[config.mk]
export PLATFORM = sky130hd
export DESIGN_NAME = pwm_timer
export DESIGN_NICKNAME = d
export VERILOG_FILES = /design/src/rtl/pwm_timer_pkg.sv /design/src/rtl/pwm_timer.sv
export VERILOG_INCLUDE_DIRS = /design/src /design/src/rtl
export SDC_FILE = /design/constraint.sdc
export NUM_CORES = 1
export LEC_CHECK = 0
export ABC_AREA = 1
export BUFFER_PORTS_ARGS = -buffer_cell sky130_fd_sc_hd__buf_2
export CORE_MARGIN = 4
export CORE_UTILIZATION = 40
export DETAILED_ROUTE_END_ITERATION = 7
export PLACE_DENSITY = 0.6
export SKIP_LAST_GASP = 1
export SYNTH_ARGS = -nofsm -noshare
export SYNTH_HDL_FRONTEND = slang
export SYNTH_SLANG_ARGS = --single-unit
[constraint.sdc]
create_clock -name pclk -period 4.9 [get_ports pclk]
set_clock_uncertainty 0.05 [all_clocks]
set_input_delay 0.98 -clock pclk [delete_from_list [all_inputs] [get_ports pclk]]
set_output_delay 0.98 -clock pclk [all_outputs]
set_load 0.005 [all_outputs]
[src/rtl/pwm_timer_regs.svh]
// Behaviour
// RULE1: PWM period runs from autoreload value to 4095; frequency is clock over 4096 minus it.
// RULE2: Second-counter enable clear selects single-counter mode, set selects dual-counter mode.
// RULE3: In dual mode outputs two and three use the second counter and its reload.
// RULE4: Duty writes go to preload; overflow copies them when the matching transfer bit is set.
// RULE5: After reset each counter counts upward from zero; counter two stays at zero until second-counter enable is set.
// RULE6: Overflow drives outputs high; counter equal to active duty drives that output low.
// RULE7: Software keeps duty above autoreload; reload at most 4094 with duty 4095.
// RULE8: Each output has polarity invert, applied at overflow when the transfer bit is set.
// RULE9: Each output is driven by the timer only while its output-enable bit is set.
// RULE10: Dead-time enable inserts a gap between outputs zero and one of count clocks.
// RULE11: Dead-time register writes are buffered and applied after the next overflow.
// RULE12: Dead-time enable with zero count holds the outputs at their reset state.
// RULE13: Output zero falls at match, rises at period end plus gap; output one mirrors.
// RULE14: Break source is pin or comparator by select bit; acts only when function enabled.
// RULE15: Break input at the selected active level sets the break-active flag.
// RULE16: Software writing the break-active flag to one also activates break.
// RULE17: Single mode first break enable gates all; dual mode second gates outputs two, three.
// RULE18: Enabled break forces the break pattern onto enabled outputs after the inverter.
// RULE19: Enabled break clears counters, reloads and duty registers and stops counting.
// RULE20: Clearing the break-active flag returns the outputs to the timer logic.
// RULE21: Counter equal to active duty sets the compare flag and irq if enabled.
// RULE22: Single mode compares counter one to all; dual mode splits channels by counter.
// RULE23: A zero active duty value never sets a compare flag.
// RULE24: At 4095 a counter overflows and reloads its autoreload value next clock.
`ifndef PWM_TIMER_REGS_SVH
`define PWM_TIMER_REGS_SVH
`define OFS_CTRL      12'h000
`define OFS_RELOAD1   12'h004
`define OFS_RELOAD2   12'h008
`define OFS_DUTY0     12'h00C
`define OFS_OUTCTRL   12'h01C
`define OFS_DEADTIME  12'h020
`define OFS_BREAK     12'h024
`define OFS_STATUS    12'h028
`define OFS_CNT1      12'h02C
`define OFS_CNT2      12'h030
`define CNT_TOP       12'hFFF
`define CNT_ZERO      12'h000
`define DUTY_RANGE    3'h4
`endif

[src/rtl/pwm_timer_pkg.sv]
package pwm_timer_pkg;
   typedef struct packed {
      logic       paddr_ok;
      logic [9:0] idx;
   } unused_t;
   typedef struct packed {
      logic       cmp_irq_enable;
      logic [1:0] transfer_enable;
      logic       second_counter_enable;
   } ctrl_t;
   typedef struct packed {
      logic       first_break_enable;
      logic       second_break_enable;
      logic [3:0] pattern;
      logic       break_level_select;
      logic       break_source_select;
      logic       break_function_enable;
   } brk_t;
   typedef struct packed {
      logic       dead_time_enable;
      logic [6:0] dead_time_count;
   } dt_t;
   typedef struct packed {
      logic [11:0] paddr;
      logic        psel;
      logic        penable;
      logic        pwrite;
      logic [31:0] pwdata;
   } apb_req_t;
   typedef struct packed {
      logic [31:0] prdata;
      logic        pready;
      logic        pslverr;
   } apb_rsp_t;
endpackage

[src/rtl/pwm_timer.sv]
`include "pwm_timer_regs.svh"
module pwm_timer (
   // Clock and reset
   input  wire logic                   pclk,
   input  wire logic                   presetn,
   // APB slave
   input  wire pwm_timer_pkg::apb_req_t apb_req,
   output pwm_timer_pkg::apb_rsp_t      apb_rsp,
   // Break sources, asynchronous
   input  wire logic                   break_pin,
   input  wire logic                   comparator_out,
   // Outputs to power stage
   output logic [3:0]                  modulated_output,
   output logic [3:0]                  output_drive_en,
   output logic                        compare_irq
);
   import pwm_timer_pkg::*;

   function automatic logic [11:0] cnt_next(input logic [11:0] c, input logic [11:0] r);
      cnt_next = (c == `CNT_TOP) ? r : c + 12'h001;
   endfunction

   // Registers
   ctrl_t        ctrl_q, ctrl_d;
   brk_t         brk_q, brk_d;
   dt_t          dt_pre_q, dt_pre_d, dt_act_q, dt_act_d;
   logic [3:0]   output_enable_bits_q, output_enable_bits_d;
   logic [3:0]   pol_pre_q, pol_pre_d, pol_act_q, pol_act_d;
   logic [11:0]  reload_q [2], reload_d [2];
   logic [11:0]  pre_q [4], pre_d [4], act_q [4], act_d [4];
   logic [11:0]  first_up_counter_q, first_up_counter_d;
   logic [11:0]  second_up_counter_q, second_up_counter_d;
   logic [3:0]   wave_q, wave_d, compare_flag_q, compare_flag_d;
   logic [6:0]   gap_q [2], gap_d [2];
   logic [3:0]   out_q, out_d, oen_q, oen_d;
   logic         irq_q, irq_d, break_active_q, break_active_d;
   logic         bpin_s1_q, bpin_s2_q, bcmp_s1_q, bcmp_s2_q;
   apb_rsp_t     rsp_q, rsp_d;

   // Derived
   logic         dual, ovf1, ovf2, trig, brk1, brk2, wr, rd;
   logic [3:0]   chan_ovf, chan_match, chan_brk, wave_pol;
   logic [11:0]  chan_cnt [4];

   always_comb begin
      dual = ctrl_q.second_counter_enable;                       // see RULE2
      ovf1 = first_up_counter_q == `CNT_TOP;                     // see RULE24
      ovf2 = second_up_counter_q == `CNT_TOP;
      // Source picked, then the level compared
      trig = (brk_q.break_source_select ? bcmp_s2_q : bpin_s2_q)
             == brk_q.break_level_select;                        // see RULE14
      // Flag alone does nothing until the function is enabled
      brk1 = break_active_q && brk_q.break_function_enable
             && brk_q.first_break_enable;                        // see RULE14
      brk2 = break_active_q && brk_q.break_function_enable
             && (dual ? brk_q.second_break_enable
                      : brk_q.first_break_enable);               // see RULE17
      chan_brk = {brk2, brk2, brk1, brk1};
      for (int i = 0; i < 4; i++) begin
         // Dual mode moves channels two and three to counter two
         chan_cnt[i] = (dual && i >= 2) ? second_up_counter_q : first_up_counter_q; // see RULE22
         chan_ovf[i] = (dual && i >= 2) ? ovf2 : ovf1;            // see RULE3
         chan_match[i] = (chan_cnt[i] == act_q[i]) && (act_q[i] != `CNT_ZERO); // see RULE23
      end
      wr = apb_req.psel && apb_req.penable && apb_req.pwrite;
      rd = apb_req.psel && !apb_req.penable && !apb_req.pwrite;
   end

   // Synchronisers for the break sources
   always_ff @(posedge pclk or negedge presetn) begin
      if (!presetn) begin
         bpin_s1_q <= 1'b0;
         bpin_s2_q <= 1'b0;
         bcmp_s1_q <= 1'b0;
         bcmp_s2_q <= 1'b0;
      end else begin
         bpin_s1_q <= break_pin;
         bpin_s2_q <= bpin_s1_q;
         bcmp_s1_q <= comparator_out;
         bcmp_s2_q <= bcmp_s1_q;
      end
   end

   // Register file and break flag
   always_comb begin
      ctrl_d = ctrl_q;
      brk_d = brk_q;
      dt_pre_d = dt_pre_q;
      output_enable_bits_d = output_enable_bits_q;
      pol_pre_d = pol_pre_q;
      reload_d = reload_q;
      pre_d = pre_q;
      break_active_d = break_active_q;
      if (wr) begin
         unique case (apb_req.paddr)
            `OFS_CTRL:     ctrl_d = apb_req.pwdata[3:0];
            `OFS_RELOAD1:  reload_d[0] = apb_req.pwdata[11:0];
            `OFS_RELOAD2:  reload_d[1] = apb_req.pwdata[11:0];
            `OFS_OUTCTRL: begin
               output_enable_bits_d = apb_req.pwdata[3:0];
               pol_pre_d = apb_req.pwdata[7:4];
            end
            `OFS_DEADTIME: dt_pre_d = apb_req.pwdata[7:0];       // see RULE11
            `OFS_BREAK: begin
               brk_d = apb_req.pwdata[8:0];
               break_active_d = apb_req.pwdata[9];               // see RULE16 RULE20
            end
            default: begin
               for (int i = 0; i < 4; i++) begin
                  if (apb_req.paddr == `OFS_DUTY0 + 12'(i * 4)) begin
                     pre_d[i] = apb_req.pwdata[11:0];            // see RULE4
                  end
               end
            end
         endcase
      end
      // Hardware set beats the software clear
      if (brk_q.break_function_enable && trig) begin
         break_active_d = 1'b1;                                  // see RULE15
      end
      if (brk1 || brk2) begin
         reload_d[0] = `CNT_ZERO;                                // see RULE19
         reload_d[1] = `CNT_ZERO;
         for (int i = 0; i < 4; i++) begin
            pre_d[i] = `CNT_ZERO;
         end
      end
   end

   always_ff @(posedge pclk or negedge presetn) begin
      if (!presetn) begin
         ctrl_q <= '0;
         ctrl_q.transfer_enable <= 2'b11;
         brk_q <= '0;
         dt_pre_q <= '0;
         output_enable_bits_q <= '0;
         pol_pre_q <= '0;
         reload_q <= '{default: `CNT_ZERO};
         pre_q <= '{default: `CNT_ZERO};
         break_active_q <= 1'b0;
      end else begin
         ctrl_q <= ctrl_d;
         brk_q <= brk_d;
         dt_pre_q <= dt_pre_d;
         output_enable_bits_q <= output_enable_bits_d;
         pol_pre_q <= pol_pre_d;
         reload_q <= reload_d;
         pre_q <= pre_d;
         break_active_q <= break_active_d;
      end
   end

   // Counters, waveforms and compare
   always_comb begin
      first_up_counter_d = cnt_next(first_up_counter_q, reload_q[0]); // see RULE1 RULE24
      second_up_counter_d = dual ? cnt_next(second_up_counter_q, reload_q[1]) : `CNT_ZERO;
      if (brk1) begin
         first_up_counter_d = `CNT_ZERO;                         // see RULE19
      end
      if (brk2 && dual) begin
         second_up_counter_d = `CNT_ZERO;
      end
      act_d = act_q;
      pol_act_d = pol_act_q;
      wave_d = wave_q;
      dt_act_d = dt_act_q;
      gap_d = gap_q;
      compare_flag_d = compare_flag_q;
      if (rd && apb_req.paddr == `OFS_STATUS) begin
         compare_flag_d = '0;
      end
      if (ovf1) begin
         dt_act_d = dt_pre_q;                                    // see RULE11
      end
      for (int i = 0; i < 4; i++) begin
         if (chan_ovf[i] && !chan_brk[i]) begin
            wave_d[i] = 1'b1;                                    // see RULE6
            if (ctrl_q.transfer_enable[(dual && i >= 2) ? 1 : 0]) begin
               act_d[i] = pre_q[i];                              // see RULE4
               pol_act_d[i] = pol_pre_q[i];                      // see RULE8
            end
         end else if (chan_match[i]) begin
            wave_d[i] = 1'b0;                                    // see RULE6
         end
         if (chan_match[i] && !chan_brk[i]) begin
            compare_flag_d[i] = 1'b1;                            // see RULE21
         end
         if (chan_brk[i]) begin
            act_d[i] = `CNT_ZERO;                                // see RULE19
         end
      end
      // Gap counters: 0 restarts at period end, 1 at channel zero match
      for (int k = 0; k < 2; k++) begin
         if ((k == 0 ? ovf1 : chan_match[0]) && !brk1) begin
            gap_d[k] = dt_act_q.dead_time_count;
         end else if (gap_q[k] != 7'h00) begin
            gap_d[k] = gap_q[k] - 7'h01;
         end
      end
      irq_d = |(compare_flag_q & {4{ctrl_q.cmp_irq_enable}});    // see RULE21
   end

   always_ff @(posedge pclk or negedge presetn) begin
      if (!presetn) begin
         first_up_counter_q <= `CNT_ZERO;                        // see RULE5
         second_up_counter_q <= `CNT_ZERO;
         act_q <= '{default: `CNT_ZERO};
         pol_act_q <= '0;
         wave_q <= '0;
         dt_act_q <= '0;
         gap_q <= '{default: 7'h00};
         compare_flag_q <= '0;
         irq_q <= 1'b0;
      end else begin
         first_up_counter_q <= first_up_counter_d;
         second_up_counter_q <= second_up_counter_d;
         act_q <= act_d;
         pol_act_q <= pol_act_d;
         wave_q <= wave_d;
         dt_act_q <= dt_act_d;
         gap_q <= gap_d;
         compare_flag_q <= compare_flag_d;
         irq_q <= irq_d;
      end
   end

   // Output stage, registered
   always_comb begin
      wave_pol = wave_q;
      if (dt_act_q.dead_time_enable) begin
         // Both halves held off while a gap counter runs
         wave_pol[0] = wave_q[0] && (gap_q[0] == 7'h00);         // see RULE10 RULE13
         wave_pol[1] = !wave_q[0] && (gap_q[1] == 7'h00);        // see RULE13
      end
      wave_pol = wave_pol ^ pol_act_q;                           // see RULE8
      // Zero count holds the pair at reset level, inverter included
      if (dt_act_q.dead_time_enable && dt_act_q.dead_time_count == 7'h00) begin
         wave_pol[1:0] = 2'b00;                                  // see RULE12
      end
      out_d = '0;
      oen_d = 4'hF;
      for (int i = 0; i < 4; i++) begin
         if (output_enable_bits_q[i]) begin
            oen_d[i] = 1'b0;                                     // see RULE9
            out_d[i] = chan_brk[i] ? brk_q.pattern[i] : wave_pol[i]; // see RULE18
         end
      end
   end

   always_ff @(posedge pclk or negedge presetn) begin
      if (!presetn) begin
         out_q <= '0;
         oen_q <= 4'hF;
      end else begin
         out_q <= out_d;
         oen_q <= oen_d;
      end
   end

   // APB read data, answered in the access cycle
   always_comb begin
      rsp_d = '0;
      rsp_d.pready = 1'b1;
      if (apb_req.psel && !apb_req.penable) begin
         unique case (apb_req.paddr)
            `OFS_CTRL:     rsp_d.prdata[3:0] = ctrl_q;
            `OFS_RELOAD1:  rsp_d.prdata[11:0] = reload_q[0];
            `OFS_RELOAD2:  rsp_d.prdata[11:0] = reload_q[1];
            `OFS_OUTCTRL:  rsp_d.prdata[7:0] = {pol_pre_q, output_enable_bits_q};
            `OFS_DEADTIME: rsp_d.prdata[7:0] = dt_pre_q;
            `OFS_BREAK:    rsp_d.prdata[9:0] = {break_active_q, brk_q};
            `OFS_STATUS:   rsp_d.prdata[3:0] = compare_flag_q;
            `OFS_CNT1:     rsp_d.prdata[11:0] = first_up_counter_q;
            `OFS_CNT2:     rsp_d.prdata[11:0] = second_up_counter_q;
            default: begin
               rsp_d.pslverr = 1'b1;
               for (int i = 0; i < 4; i++) begin
                  if (apb_req.paddr == `OFS_DUTY0 + 12'(i * 4)) begin
                     rsp_d.prdata[11:0] = pre_q[i];
                     rsp_d.pslverr = 1'b0;
                  end
               end
            end
         endcase
      end
   end

   always_ff @(posedge pclk or negedge presetn) begin
      if (!presetn) begin
         rsp_q <= '0;
      end else begin
         rsp_q <= rsp_d;
      end
   end

   assign apb_rsp = '{prdata: rsp_q.prdata, pready: 1'b1, pslverr: rsp_q.pslverr};
   assign modulated_output = out_q;
   assign output_drive_en = oen_q;
   assign compare_irq = irq_q;
endmodule

==> flow_summary.ini, run 1 <==
[floorplan]
die-area_sq_mm = 0.0341
fp-row-count = 64
die_w_um = 185
core_sq_mm = 0.0307
start_util_pct = 40.8
io-pin-count = 94
die_y_um = 185

[finish]
n_antenna_cell = 0
final_nets = 1672
n_fill_cell = 3108
final_area_sq_mm = 0.0138
drive_above_1_share_pct = 10.9
area_growth_pct = 10.6
final_common_cell = nand2_1
layout_common_cells = 448 x nand2_1, 228 x dfrtp_1, 170 x nand3_1, 140 x o21ai_0, 125 x nor2_1

[global_route]
grt_usage_pct = 24.3
gr-total-overflow = 0
antenna_found_initial = 0
grt_max_degree = 122
grt_pass1_wl_um = 63400
grt_pass1_vias = 10500

[critical_path]
crit_required_ps = 5230
critPathLaunchType = register
worst-setup-path-type = register to register
r2r-start = dual
rrSetupSlack_ps = 1800
critPathCaptureType = register
cp_max_fo = 30
r2r_end = pre_q[28]
crit_arrival_ps = 3430
r2r_cells = 6

[timing]
max_slew.worst_pin.slew_ps = 1040
post-route-min-period_ps = 3100
min_period_over_period_pct = 63.3
setup_violations = 0
relSlewSlack_pct = 30.9
fin_tns_setup_ps = 0
timing.fmax_mhz = 323
maxSlewViolCount = 0
hold_viol = 0
rsz0062_at_grt = no

[hold_path]
hold_depth = 0
hold_end = bpin_s2_q
min-delay-start = bpin_s1_q
worstHoldPathType = register to register

[power]
power.switching_w = 0.000961
ir_drop_mv = 0.261
swShare_pct = 22.8
p_int_w = 0.00325
power-per-cell-area_mw_per_mm2 = 305
pwr-share-seq_pct = 46.0
p_leak_nw = 6.75
p_clk_share_pct = 51.1
p_comb_share_pct = 2.9

[synthesis]
ys_seq_area_share_pct = 46.9
avgSynthCellArea_sq_um = 7.85
yosys_warnings = 0
synth.ff_latch_count = 234
syn_inst = 1592
synthArstFlopShare_pct = 100
netlist_area_sq_mm = 0.0125
synth-main-ff-cell = dfrtp_1
synth_edf_count = 0
synth_cell_types = 54

[place]
hpwl_um = 30800
place.gp.congestion = 0.978
io_buffers = 52
placed_area_sq_mm = 0.0129

[routing]
dr.pass1.iters = 5
num_vias = 10800
drt-initial-drc-count = 1101
routed_wl_um = 41300
post-route-drc-count = 0
drtAntennaViolNets = 0
vias_per_cell = 5.33
wl_per_cell_um = 20.3

[clock_tree]
cts.sinks = 234
cts_max_path_buffers = 3
clkSlewWorstSetupHoldPaths_ps = 70
clock_tree.root_cell = clkbuf_16
htreeDepth = 1
cts_tree = done
ctsResizeCount = 0
cts-buffers-inserted = 27
clkLatencyLatePin_ps = 560
ctsHoldBuffers = 0
postCtsSetupRepairBufs = 0

[job]
maxCapViolCount = 0

[run_status]
outcome = finished, final reports clean
## synthesized netlist by cell type, types with 5 or more instances
cell	count	area share [%]
inv_1	118	3.5
nand2_2	7	0.35
ha_1	6	0.60
dfrtp_1	228	46
nor3_1	9	0.36
xnor2_1	18	1.3
nor2_2	10	0.50
nand2_1	448	13
buf_4	31	1.9
clkbuf_2	6	0.24
nor2_1	125	3.8
clkbuf_1	14	0.42
dfstp_2	6	1.3
or2_2	5	0.25
a21oi_1	42	1.7
o21ai_1	23	0.92
nand3_1	170	6.8
nand4_1	46	2.3
xor2_1	33	2.3
nor2_4	7	0.63
buf_2	24	0.96
buf_6	8	0.72
inv_2	14	0.42
o21ai_0	140	5.6
## critical path, stage by stage (launching register included)
cell and delay (ps):
dfrtp_1 760, o21ai_1 420, a21oi_4 140, nor2_4 390
inv_4 130, a31oi_2 780, o21ai_0 220
## kinds of logic (layout without fill, tap and decap cells)
group	count (synthesis)	in the layout	synth area share (%)
buf+inv	218	242	8.28
xor+xnor	51	51	3.57
mux	2	2	0.170
fa+ha+maj	6	6	0.601
simple gates	851	851	30.4
flops	234	234	46.9
compound gates	228	228	9.97
other cells	2	21	0.0601
## per-stage QoR
stage	hold slack (ps)	setup slack [ps]	power [W]	cells	util [%]
2_1_floorplan	281	2690	0.00202	1611	-
3_3_place_gp	288	1460	0.00210	1982	42.0
3_5_place_dp	294	1410	0.00210	1982	42.0
4_1_cts	307	1830	0.00424	2031	45.1
5_1_grt	313	1600	0.00433	2031	45.1
6_report	307	1800	0.00421	2031	45.1
## layer usage
layer | GRT usage, % | wire (um) | up-vias | share of wire [%]
li1 | - | - | 5191 | -
met1 | 35.0 | 18100 | 5206 | 44
met3 | 3.04 | 3020 | 68 | 7.3
met5 | 0 | 0 | - | 0
met2 | 39.4 | 19100 | 360 | 46
met4 | 5.96 | 1070 | 0 | 2.6
## state kept, by name, indices dropped and copies added, names as in the netlist, 9 cells and up
signal,count
act_q,48
pre_q,48
reload_q,24
gap_q,14
apb_rsp,13
first_up_counter_q,12
second_up_counter_q,12
brk_q,9
## area by class of cell
cell class	count	area (sq um)	share of cell area [%]
Clock buffer	36	749	5.42
Clock inverter	13	198	1.43
Inverter	133	502	3.63
Multi-Input combinational cell	1159	5670	41.0
Sequential cell	234	5860	42.4
Tap cell	396	495	3.58
Timing Repair Buffer	60	343	2.48
## power groups by stage
stage | logic [W] | registers [W] | clock network (W)
global placement | 0.000122 | 0.00197 | 0
CTS | 0.000122 | 0.00194 | 0.00218
global route | 0.000136 | 0.00194 | 0.00226
floorplan | 0.0000469 | 0.00197 | 0
finish | 0.000122 | 0.00194 | 0.00215
detailed placement | 0.000122 | 0.00197 | 0
## worst max-delay path by stage
stage	startpoint	end	slack (ps)	cells past startpoint
after CTS	dual	pre_q[28]	1830	6
after floorplan	apb_req[46]	dt_pre_q[4]	2690	8
after global routing	dual	pre_q[28]	1600	6
after detailed placement	apb_req[36]	apb_rsp[5]	1410	11
after global placement	apb_req[36]	apb_rsp[5]	1460	11
final	dual	pre_q[28]	1800	6
No activity file was read; power rests on OpenSTA's default activity.
==> inputs of run 2 (changes only) <==
Settings changed: PLACE_DENSITY 0.6 to 0.62.
Clock period 4.9 ns to 2.7 ns, I/O delays scaled along.
==> run 2 against run 1 <==
  * Largest cell class unchanged
  * Setup slack worse by 1600 ps
  * Wire length down 1.4%
  * Sequential share of layout area down 1.2 points
  * Die area unchanged
  * Utilization up 1.3 points
  * Final area up 2.9%
  * Critical path depth up 2
  * Non-clock buffer count up 49
==> flow_summary.ini, run 2 (synthesis results as in run 1) <==
[critical_path]
worstPathCellList = nand2_1, inv_2, nand2_4, inv_2, nor2_4, inv_4, a31oi_2, o21ai_0
cp_num_buf_inv = 3
crit_arrival_ps = 2810
critPathCaptureType = register
crit_top_cell = inv_2
critPathSlowestCell = a31oi_2
cp_top_family = compound AO/OA/AOI/OAI gates
cp_max_fo = 24
crit_required_ps = 3020
slowest_delay_ps = 880
worst-setup-path-type = register to register
critPathLaunchType = register

[clock_tree]
clock_tree.root_cell = clkbuf_16
htreeDepth = 1
cts_max_path_buffers = 3
ctsResizeCount = 0
cts_tree = done
cts.sinks = 234
clkLatencyLatePin_ps = 550
ctsHoldBuffers = 1
postCtsSetupRepairBufs = 0
cts-buffers-inserted = 27
clkSlewWorstSetupHoldPaths_ps = 60

[timing]
timing.fmax_mhz = 402
fin_tns_setup_ps = 0
relSlewSlack_pct = 24.4
max_slew.worst_pin.slew_ps = 1130
setup_slack_ps = 210
setup_violations = 0
rsz0062_at_grt = no
hold_viol = 0
min_period_over_period_pct = 92.2
post-route-min-period_ps = 2490
maxSlewViolCount = 0

[routing]
routed_wl_um = 40700
wl_met2_um = 18400
met3_length_um = 2860
drtAntennaViolNets = 0
num_vias = 11000
vias_per_cell = 5.31
drt-met1-wl_um = 17800
wl_per_cell_um = 19.6
dr.pass1.iters = 6
post-route-drc-count = 0
drt-initial-drc-count = 1169
highest_layer = met4

[floorplan]
start_util_pct = 40.8
io-pin-count = 94
die_w_um = 185
core_sq_mm = 0.0307
die_y_um = 185
fp-row-count = 64
die-area_sq_mm = 0.0341

[finish]
largestRegisters = act_q (48), pre_q (48), reload_q (24)
n_antenna_cell = 0
layout_common_cells = 448 x nand2_1, 228 x dfrtp_1, 170 x nand3_1, 140 x o21ai_0, 125 x nor2_1
drive_above_1_share_pct = 13.5
final_common_cell = nand2_1
n_fill_cell = 3076
final_area_sq_mm = 0.0142
area_growth_pct = 13.8
final_nets = 1721

[job]
maxCapViolCount = 0

[power]
power-per-cell-area_mw_per_mm2 = 530
p_leak_nw = 7.02
ir_drop_mv = 0.386
design_power_total_w = 0.00754

[global_route]
grt_max_degree = 77
antenna_found_initial = 0
gr-total-overflow = 0
grt_pass1_vias = 10500
grt_pass1_wl_um = 62500
grt_usage_pct = 23.9

[place]
place.gp.congestion = 0.963
placed_area_sq_mm = 0.0133
io_buffers = 52
hpwl_um = 30900
dpl_worst_slack_ps = 160

[run_status]
outcome = finished, final reports clean

[hold_path]
worstHoldPathType = input port to register
[run 2: worst paths after layout]
kind / startpoint / end / slack [ps] / cells after the start
hold / removal: break_pin / bpin_s1_q / 50 / 1
hold reg to reg: bpin_s1_q / bpin_s2_q / 300 / 0
setup reg to reg: break_active_q / pre_q[26] / 210 / 8
setup / recovery: break_active_q / pre_q[26] / 210 / 8
max in group asynchronous: presetn / act_q[7] / 1350 / 3
min in group asynchronous: presetn / brk_q[6] / 530 / 2
[run 2: through the flow]
| step | instances | utilization, % | hold slack (ps) |
|---|---|---|---|
| 2_1_floorplan | 1611 | - | 194 |
| 3_3_place_gp | 2030 | 43.4 | 282 |
| 3_5_place_dp | 2030 | 43.4 | 287 |
| 4_1_cts | 2081 | 46.4 | 40.5 |
| 5_1_grt | 2081 | 46.4 | 36.2 |
| 6_report | 2081 | 46.4 | 55.0 |
[run 2: cell type report]
cell class,count,area (sq um),share of cell area [%]
clock buffer,36,759,5.34
tap,396,495,3.48
inverter,133,502,3.53
clock inverter,14,160,1.13
timing repair buffer,109,776,5.45
sequential,234,5860,41.2
multi-input combinational,1159,5670,39.9
[run 2: per-layer routing]
| metal | up-vias | global-route usage, % |
|---|---|---|
| li1 | 5307 | - |
| met1 | 5233 | 33.6 |
| met2 | 418 | 37.5 |
| met3 | 85 | 3.85 |
| met4 | 0 | 8.46 |
| met5 | - | 0 |
[run 2: power breakdown]
group	internal (W)	total [W]	switching [W]	leakage, nW
sequential	0.00351	0.00352	0.00000350	3.20
clock	0.00226	0.00378	0.00151	0.449
combinational	0.0000524	0.000239	0.000186	3.36
total	0.00583	0.00754	0.00170	7.02
[run 2: worst reg2reg max path, cell delays in order (launching register included)]
cell     delay (ps)
dfrtp_1         410
nand2_1          90
inv_2            50
nand2_4         200
inv_2           180
nor2_4          170
inv_4            90
a31oi_2         880
o21ai_0         190
